### src/dpio_cfg.svh
`ifndef DPIO_CFG_SVH
`define DPIO_CFG_SVH

`define DPIO_PORT_W        8
`define DPIO_ADDR_W        16

`define DPIO_P6_LATCH_ADDR 16'h0006
`define DPIO_P7_LATCH_ADDR 16'h0007
`define DPIO_P6_DIR_ADDR   16'h000C
`define DPIO_P7_PIN_ADDR   16'h000D
`define DPIO_P7_SEG_ADDR   16'h002B

`define DPIO_P6_LATCH_RST  8'h00
`define DPIO_P6_DIR_RST    8'h00
`define DPIO_P7_LATCH_RST  8'hFF
`define DPIO_P7_SEG_RST    8'h00
`define DPIO_ZERO8         8'h00
`define DPIO_SYNC_RST      8'h00

`define DPIO_BIT_EXT_IRQ   3
`define DPIO_BIT_EVT_CNT   2
`define DPIO_BIT_EVT_CAP   1
`define DPIO_BIT_WAKE_A    4
`define DPIO_BIT_WAKE_B    5
`define DPIO_BIT_WAKE_C    6
`define DPIO_BIT_WAKE_D    7
`endif

### src/dpio_pkg.sv
`include "dpio_cfg.svh"
package dpio_pkg;

    typedef enum logic [3:0] {
        DPIO_MODE_OUT  = 4'h1,
        DPIO_MODE_DIN  = 4'h2,
        DPIO_MODE_AIN  = 4'h4,
        DPIO_MODE_ZERO = 4'h8
    } dpio_mode_t;

    typedef struct packed {
        logic [`DPIO_PORT_W-1:0] s1;
        logic [`DPIO_PORT_W-1:0] s2;
        logic [`DPIO_PORT_W-1:0] s3;
        logic [`DPIO_PORT_W-1:0] filt;
    } dpio_sync_t;

    typedef struct packed {
        logic [`DPIO_PORT_W-1:0] p6_latch;
        logic [`DPIO_PORT_W-1:0] p6_dir;
        logic [`DPIO_PORT_W-1:0] p7_latch;
        logic [`DPIO_PORT_W-1:0] p7_seg;
        logic [`DPIO_PORT_W-1:0] p6_in;
        logic [`DPIO_PORT_W-1:0] rd_data;
    } dpio_state_t;

endpackage : dpio_pkg

### src/dpio_sync.sv
`include "dpio_cfg.svh"
module dpio_sync
    import dpio_pkg::*;
(
    input  wire logic                    sys_clk,
    input  wire logic                    rst,
    input  wire logic [`DPIO_PORT_W-1:0] pin_async,
    output logic      [`DPIO_PORT_W-1:0] pin_level
);

    dpio_sync_t st;
    dpio_sync_t next_st;
    logic [`DPIO_PORT_W-1:0] differ;

    // A bit moves only once stages two and three agree, filtering one-cycle glitches
    always_comb begin
        next_st      = st;
        differ       = st.s2 ^ st.s3;
        next_st.s1   = pin_async;
        next_st.s2   = st.s1;
        next_st.s3   = st.s2;
        next_st.filt = (st.s3 & ~differ) | (st.filt & differ);
    end

    always_ff @(posedge sys_clk or posedge rst) begin
        if (rst) begin
            st <= '{s1: `DPIO_SYNC_RST, s2: `DPIO_SYNC_RST, s3: `DPIO_SYNC_RST,
                    filt: `DPIO_SYNC_RST};
        end else begin
            st <= next_st;
        end
    end

    assign pin_level = st.filt;

endmodule : dpio_sync

### src/dpio_top.sv
`include "dpio_cfg.svh"
module dpio_top
    import dpio_pkg::*;
(
    input  wire logic                    sys_clk,
    input  wire logic                    rst,
    input  wire logic [`DPIO_ADDR_W-1:0] bus_addr,
    input  wire logic [`DPIO_PORT_W-1:0] bus_wr_data,
    input  wire logic                    bus_wr,
    input  wire logic                    bus_rd,
    output logic      [`DPIO_PORT_W-1:0] bus_rd_data,
    input  wire logic                    analog_input_disable,
    input  wire logic [`DPIO_PORT_W-1:0] p6_pin_in,
    output logic      [`DPIO_PORT_W-1:0] p6_pin_out,
    output logic      [`DPIO_PORT_W-1:0] p6_pin_oe,
    output logic      [`DPIO_PORT_W-1:0] p6_analog_select,
    output logic                         external_interrupt_zero,
    output logic                         event_count_input,
    output logic                         event_capture_input,
    output logic                         wakeup_key_input_a,
    output logic                         wakeup_key_input_b,
    output logic                         wakeup_key_input_c,
    output logic                         wakeup_key_input_d,
    input  wire logic [`DPIO_PORT_W-1:0] lcd_segment_drive,
    input  wire logic [`DPIO_PORT_W-1:0] p7_pin_in,
    output logic      [`DPIO_PORT_W-1:0] p7_pin_out,
    output logic      [`DPIO_PORT_W-1:0] p7_pin_oe,
    output logic      [`DPIO_PORT_W-1:0] p7_segment_select
);

    dpio_state_t             st;
    dpio_state_t             next_st;
    logic [`DPIO_PORT_W-1:0] p6_level;
    logic [`DPIO_PORT_W-1:0] p7_level;
    logic [`DPIO_PORT_W-1:0] p6_gated;
    dpio_mode_t              p6_mode [`DPIO_PORT_W];

    // Pins are asynchronous to sys_clk
    dpio_sync u_p6_sync (
        .sys_clk   (sys_clk),
        .rst       (rst),
        .pin_async (p6_pin_in),
        .pin_level (p6_level)
    );

    dpio_sync u_p7_sync (
        .sys_clk   (sys_clk),
        .rst       (rst),
        .pin_async (p7_pin_in),
        .pin_level (p7_level)
    );

    // Per-pin mode of the first port and the data its readers see
    genvar gi;
    generate
        for (gi = 0; gi < `DPIO_PORT_W; gi++) begin : g_p6_bit
            always_comb begin
                if (st.p6_dir[gi]) begin
                    p6_mode[gi] = DPIO_MODE_OUT;
                end else if (st.p6_latch[gi]) begin
                    p6_mode[gi] = DPIO_MODE_DIN;
                end else if (analog_input_disable) begin
                    p6_mode[gi] = DPIO_MODE_ZERO;
                end else begin
                    p6_mode[gi] = DPIO_MODE_AIN;
                end
            end

            always_comb begin
                case (p6_mode[gi])
                    DPIO_MODE_OUT: begin
                        p6_gated[gi] = p6_level[gi];
                    end
                    DPIO_MODE_DIN: begin
                        p6_gated[gi] = p6_level[gi];
                    end
                    DPIO_MODE_AIN: begin
                        p6_gated[gi] = 1'b0;
                    end
                    DPIO_MODE_ZERO: begin
                        p6_gated[gi] = 1'b0;
                    end
                    default: begin
                        p6_gated[gi] = 1'b0;
                    end
                endcase
            end

            assign p6_analog_select[gi] = (p6_mode[gi] == DPIO_MODE_AIN);
        end
    endgenerate

    always_comb begin
        next_st         = st;
        next_st.p6_in   = p6_gated;
        next_st.rd_data = `DPIO_ZERO8;
        if (bus_wr) begin
            case (bus_addr)
                `DPIO_P6_LATCH_ADDR: begin
                    next_st.p6_latch = bus_wr_data;
                end
                `DPIO_P6_DIR_ADDR: begin
                    next_st.p6_dir = bus_wr_data;
                end
                `DPIO_P7_LATCH_ADDR: begin
                    next_st.p7_latch = bus_wr_data;
                end
                `DPIO_P7_SEG_ADDR: begin
                    next_st.p7_seg = bus_wr_data;
                end
                default: begin
                    next_st.p7_seg = st.p7_seg;
                end
            endcase
        end
        if (bus_rd) begin
            case (bus_addr)
                `DPIO_P6_LATCH_ADDR: begin
                    // Pin levels, not the latch, which is why bit set or clear corrupts modes
                    next_st.rd_data = p6_gated;
                end
                `DPIO_P6_DIR_ADDR: begin
                    next_st.rd_data = st.p6_dir;
                end
                `DPIO_P7_LATCH_ADDR: begin
                    next_st.rd_data = st.p7_latch;
                end
                `DPIO_P7_PIN_ADDR: begin
                    // Segment pins return whatever the pin shows
                    next_st.rd_data = p7_level;
                end
                `DPIO_P7_SEG_ADDR: begin
                    next_st.rd_data = st.p7_seg;
                end
                default: begin
                    next_st.rd_data = `DPIO_ZERO8;
                end
            endcase
        end
    end

    always_ff @(posedge sys_clk or posedge rst) begin
        if (rst) begin
            st <= '{p6_latch: `DPIO_P6_LATCH_RST,
                    p6_dir:   `DPIO_P6_DIR_RST,
                    p7_latch: `DPIO_P7_LATCH_RST,
                    p7_seg:   `DPIO_P7_SEG_RST,
                    p6_in:    `DPIO_ZERO8,
                    rd_data:  `DPIO_ZERO8};
        end else begin
            st <= next_st;
        end
    end

    assign bus_rd_data = st.rd_data;

    // First port is push-pull; analog or input pins are simply not driven
    assign p6_pin_out = st.p6_latch;
    assign p6_pin_oe  = st.p6_dir;

    // Secondary inputs see only the qualified, registered data
    assign external_interrupt_zero = st.p6_in[`DPIO_BIT_EXT_IRQ];
    assign event_count_input       = st.p6_in[`DPIO_BIT_EVT_CNT];
    assign event_capture_input     = st.p6_in[`DPIO_BIT_EVT_CAP];
    assign wakeup_key_input_a      = st.p6_in[`DPIO_BIT_WAKE_A];
    assign wakeup_key_input_b      = st.p6_in[`DPIO_BIT_WAKE_B];
    assign wakeup_key_input_c      = st.p6_in[`DPIO_BIT_WAKE_C];
    assign wakeup_key_input_d      = st.p6_in[`DPIO_BIT_WAKE_D];

    // Second port I/O pins sink only, segment pins drive lcd_segment_drive: a latch one releases an I/O pin so it can serve as input
    assign p7_segment_select = st.p7_seg;
    assign p7_pin_out        = (st.p7_seg & lcd_segment_drive) | (~st.p7_seg & st.p7_latch);
    assign p7_pin_oe         = st.p7_seg | ~st.p7_latch;
endmodule : dpio_top

### config.mk
export PLATFORM = sky130hd
export DESIGN_NAME = dpio_top
export DESIGN_NICKNAME = d
export VERILOG_FILES = /design/src/dpio_pkg.sv /design/src/dpio_sync.sv /design/src/dpio_top.sv
export VERILOG_INCLUDE_DIRS = /design/src /design/src/src
export SDC_FILE = /design/constraint.sdc
export NUM_CORES = 1
export LEC_CHECK = 0
export BUFFER_PORTS_ARGS = -buffer_cell sky130_fd_sc_hd__buf_2
export CAP_MARGIN = 20
export CELL_PAD_IN_SITES_DETAIL_PLACEMENT = 0
export CELL_PAD_IN_SITES_GLOBAL_PLACEMENT = 2
export CORE_ASPECT_RATIO = 1.25
export CORE_MARGIN = 10
export CORE_UTILIZATION = 35
export CTS_CLUSTER_DIAMETER = 120
export CTS_CLUSTER_SIZE = 8
export DETAILED_ROUTE_END_ITERATION = 7
export GPL_TIMING_DRIVEN = 1
export PLACE_DENSITY_LB_ADDON = 0.1
export SLEW_MARGIN = 15
export SYNTH_ARGS = -nofsm -noshare
export SYNTH_HDL_FRONTEND = slang
export SYNTH_SLANG_ARGS = --single-unit
### constraint.sdc
create_clock -name sys_clk -period 4.4 [get_ports sys_clk]
set_input_delay 0.22 -clock sys_clk [delete_from_list [all_inputs] [get_ports sys_clk]]
set_output_delay 0.22 -clock sys_clk [all_outputs]
set_load 0.05 [all_outputs]
==> results.md <==
- The count of max-cap constraint violations is 0.
- The number of diodes added for antenna fixing is 0.
- The library cell used as clock root buffer is sky130_fd_sc_hd__clkbuf_16.
- The CTS sink count is 111.
- Of the cells placed in the final design, the portion with a size suffix greater than 1 is 0.415.
- The maximum number of pins on one net before global-route repair is 67.
- The worst IR drop on VDD is 158 uV.
- For the pin with the worst max-slew slack, the measured transition is 1.01 ns.
- STA classifies the critical path endpoint as a register.
- For this configuration, the core starts out at a cell density of 0.360.
- In this run, post-CTS repair resized a total of 0 instances.
- Setup repair after global routing left no endpoint under its margin.
- Across all register-to-register paths, the minimum setup slack is 3.22 ns.
- Clock-pin slew was measured on the worst setup and hold paths at 0.08 ns.
- The final net count is 467.
- The mean instance size in the synthesized netlist is 14.3 sq um.
- In this run, synthesis inferred 0 flip-flops with an integrated enable.
- No sink is reached through more buffers than the 2 on the longest clock path.
- The chip width is 120 um.
- In the synthesized netlist the dominant register cell turns out to be sky130_fd_sc_hd__dfrtp_1.
- The global placement routability congestion is 0.734.
- The final max-slew violation count is 0.
- Measured along the y axis, the die boundary spans 145 um.
- Before antenna repair, the detailed router went through 4 iterations.
- Counting I/O delays and the setup requirement, the final critical path takes 2.38 ns.
- After detailed routing, the total wire length is 10700 um.
- The min-delay analysis places its worst path in the category primary input to async pin.
- The standard-cell row count is 45.
- The clock tree from TritonCTS is done.
- The Yosys step of the flow raised 0 warnings.
- Buffers inserted to repair hold after CTS numbered 16.
- The clock latency on the worst-skew pair is 0.34 ns.
- The number of nets handed over by synthesis was 360.
- The number of unique standard cell types used by synthesis is 39.
- The mapped netlist covers 4400 sq um.
- The total clock buffers created by CTS is 9.
- The via count of the first global-routing pass is 3052.
- Counting every instance in the synthesized netlist gives 307.
- The layout overhead on the synthesized area is 22.6%.
- The placed wire-length estimate is 7550 um.
- The routed via count is 2760.
- The biggest fanout along the worst timing path is 13.
- The fraction of the cycle the final worst path needs is 0.540.
- The total DRC errors in the routed layout is 0.
- The type of the worst setup path is primary input to register.
- The routed via count divided by cell count is 4.73.
- The cell leakage power is 2.64 nW.
- The maximum clock skew at final layout is 0.00648 ns.
- Buffers placed on the I/O ports in this run total 115.
- The worst pin sits at a relative slew slack of 0.322.
- The startpoint of the worst register-to-register path is p6_pin_oe[0]$_DFFE_PP0P_.
- The antenna violation net count after detailed routing is 0.
- Dividing total power by cell area gives a power density of 376 nW/um^2.
- STA classifies the critical path startpoint as a primary input.
- The part of the Yosys area used for sequential elements is 0.633.
- The total negative slack for setup checks is 0 ns.
- Synthesis inferred 111 register bits.
- The number of antenna violations at the first check in global routing is 0.
- Counting cells, the worst reg-to-reg path comes to 4.
- 116 I/O pins were placed.
- After the first detailed-routing iteration, the DRC count stood at 95.
- The post-route total power is 2.03 mW.
- The total count of hold-check failures in the final report was 0.
- STA puts the critical path data arrival time at 2.60 ns.
- The final-report setup violation count is 0.
- After synthesis, the share of flip-flops with an asynchronous set or reset is 1.00.
- In this run the critical register-to-register path is captured at bus_rd_data[0]$_DFF_PP0_.
- The first global-routing pass estimated 17100 um of wire.
- Final hold analysis gives a worst-case slack of 0.0420 ns.
- The maximum achievable frequency is 0.421 GHz.
- Dividing the detail-routed wire length by the instance count gives 18.4 um.
- The required time of the worst setup path is 4.63 ns.
- The global route total overflow is 0.
- In this run the standard cell core region covers 12200 sq um.
- The overall die area is 17500 sq um.
- The run finished with clean final reports.
- Across every metal layer, demand over resource in global routing totals 0.124.
- Post-CTS timing repair inserted 0 buffers for setup.
- The count of H-tree levels built during CTS is 3.
[per-stage QoR]
step           setup WS, ns  utilization  instances  instance area, sq um
6_report               2.02        0.442        583                  5400
5_1_grt                1.83        0.442        583                  5400
3_3_place_gp           1.65        0.403        550                  4920
2_1_floorplan          1.26            -        307                  4400
4_1_cts                1.94        0.442        583                  5400
3_5_place_dp           1.58        0.403        551                  4930
[synthesized netlist by cell type, types with 2 or more instances]
master,count,area [sq um]
sky130_fd_sc_hd__dfrtp_1,103,2580
sky130_fd_sc_hd__buf_4,32,240
sky130_fd_sc_hd__nand2_1,29,109
sky130_fd_sc_hd__maj3_1,16,160
sky130_fd_sc_hd__mux2_1,16,180
sky130_fd_sc_hd__mux2_4,16,240
sky130_fd_sc_hd__nand2b_1,9,56.3
sky130_fd_sc_hd__nor3_1,9,45.0
sky130_fd_sc_hd__dfstp_2,8,210
sky130_fd_sc_hd__mux2_2,8,90.1
sky130_fd_sc_hd__o21a_1,8,60.1
sky130_fd_sc_hd__a31oi_1,5,31.3
sky130_fd_sc_hd__a32oi_1,5,43.8
sky130_fd_sc_hd__a22oi_1,3,22.5
sky130_fd_sc_hd__clkbuf_1,3,11.3
sky130_fd_sc_hd__nand3_1,3,15.0
sky130_fd_sc_hd__nand4_1,3,18.8
sky130_fd_sc_hd__a21oi_1,2,10.0
sky130_fd_sc_hd__inv_1,2,7.51
sky130_fd_sc_hd__nand4bb_1,2,22.5
sky130_fd_sc_hd__nor2_8,2,40.0
sky130_fd_sc_hd__nor4_1,2,12.5
sky130_fd_sc_hd__o21ai_0,2,10.0
sky130_fd_sc_hd__or4_1,2,15.0
sky130_fd_sc_hd__or4_4,2,22.5
sky130_fd_sc_hd__or4b_1,2,20.0
[where the power goes]
| group | switching, mW | total [mW] | internal, mW |
|---|---|---|---|
| clock | 0.387 | 0.837 | 0.450 |
| sequential | 0.0163 | 1.07 | 1.06 |
| combinational | 0.0674 | 0.117 | 0.0495 |
[cell type report]
cell class                      instances  area, sq um
Tap cell                              164          205
Clock buffer                            9          225
Clock inverter                          7         81.3
Timing Repair Buffer                  133          748
Multi-Input combinational cell        157         1340
Sequential cell                       111         2790
Inverter                                2         10.0
Fill cell                            1175         6820
[worst max-delay path, cell delays in order]
cell	delay (ns)
sky130_fd_sc_hd__buf_2	0.09
sky130_fd_sc_hd__or4_1	0.69
sky130_fd_sc_hd__nor3_2	0.70
sky130_fd_sc_hd__nand4_2	0.45
sky130_fd_sc_hd__mux2_1	0.45
[cell families (layout without fill, tap and decap cells)]
logic type	after synthesis	after routing	share of synthesized area
flip-flops	111	111	0.633
AO/OA/AOI/OAI	27	27	0.0441
buffers and inverters	39	151	0.0625
multiplexers	40	40	0.116
AND/OR/NAND/NOR	74	74	0.108
adder cells (fa/ha/maj)	16	16	0.0364
[per-layer routing]
layer | track usage | share of wire
met1 | 0.163 | 0.46
met2 | 0.186 | 0.45
met3 | 0.0364 | 0.068
met4 | 0.0472 | 0.014
met5 | 0 | 0
[placed cells by master (no fill, tap or decap), types with 9 or more instances in the layout]
master / count
sky130_fd_sc_hd__buf_2: 116
sky130_fd_sc_hd__nand2b_1: 9
sky130_fd_sc_hd__mux2_4: 16
sky130_fd_sc_hd__nand2_1: 29
sky130_fd_sc_hd__mux2_1: 16
sky130_fd_sc_hd__dlygate4sd3_1: 16
sky130_fd_sc_hd__maj3_1: 16
sky130_fd_sc_hd__clkbuf_16: 9
sky130_fd_sc_hd__nor3_1: 9
sky130_fd_sc_hd__dfrtp_1: 103
[worst max path at each step]
stage	endpoint	slack (ns)	startpoint	cells after the start
floorplan	async pin	1.26	rst	1
global placement	p7_segment_select[6]$_DFFE_PP0P_	1.65	bus_addr[9]	5
detailed placement	p7_segment_select[3]$_DFFE_PP0P_	1.58	bus_addr[9]	5
CTS	p7_segment_select[3]$_DFFE_PP0P_	1.94	bus_addr[9]	5
global route	p7_segment_select[3]$_DFFE_PP0P_	1.83	bus_addr[9]	5
finish	p7_segment_select[3]$_DFFE_PP0P_	2.02	bus_addr[9]	5
(Power assumes the default switching activity.)
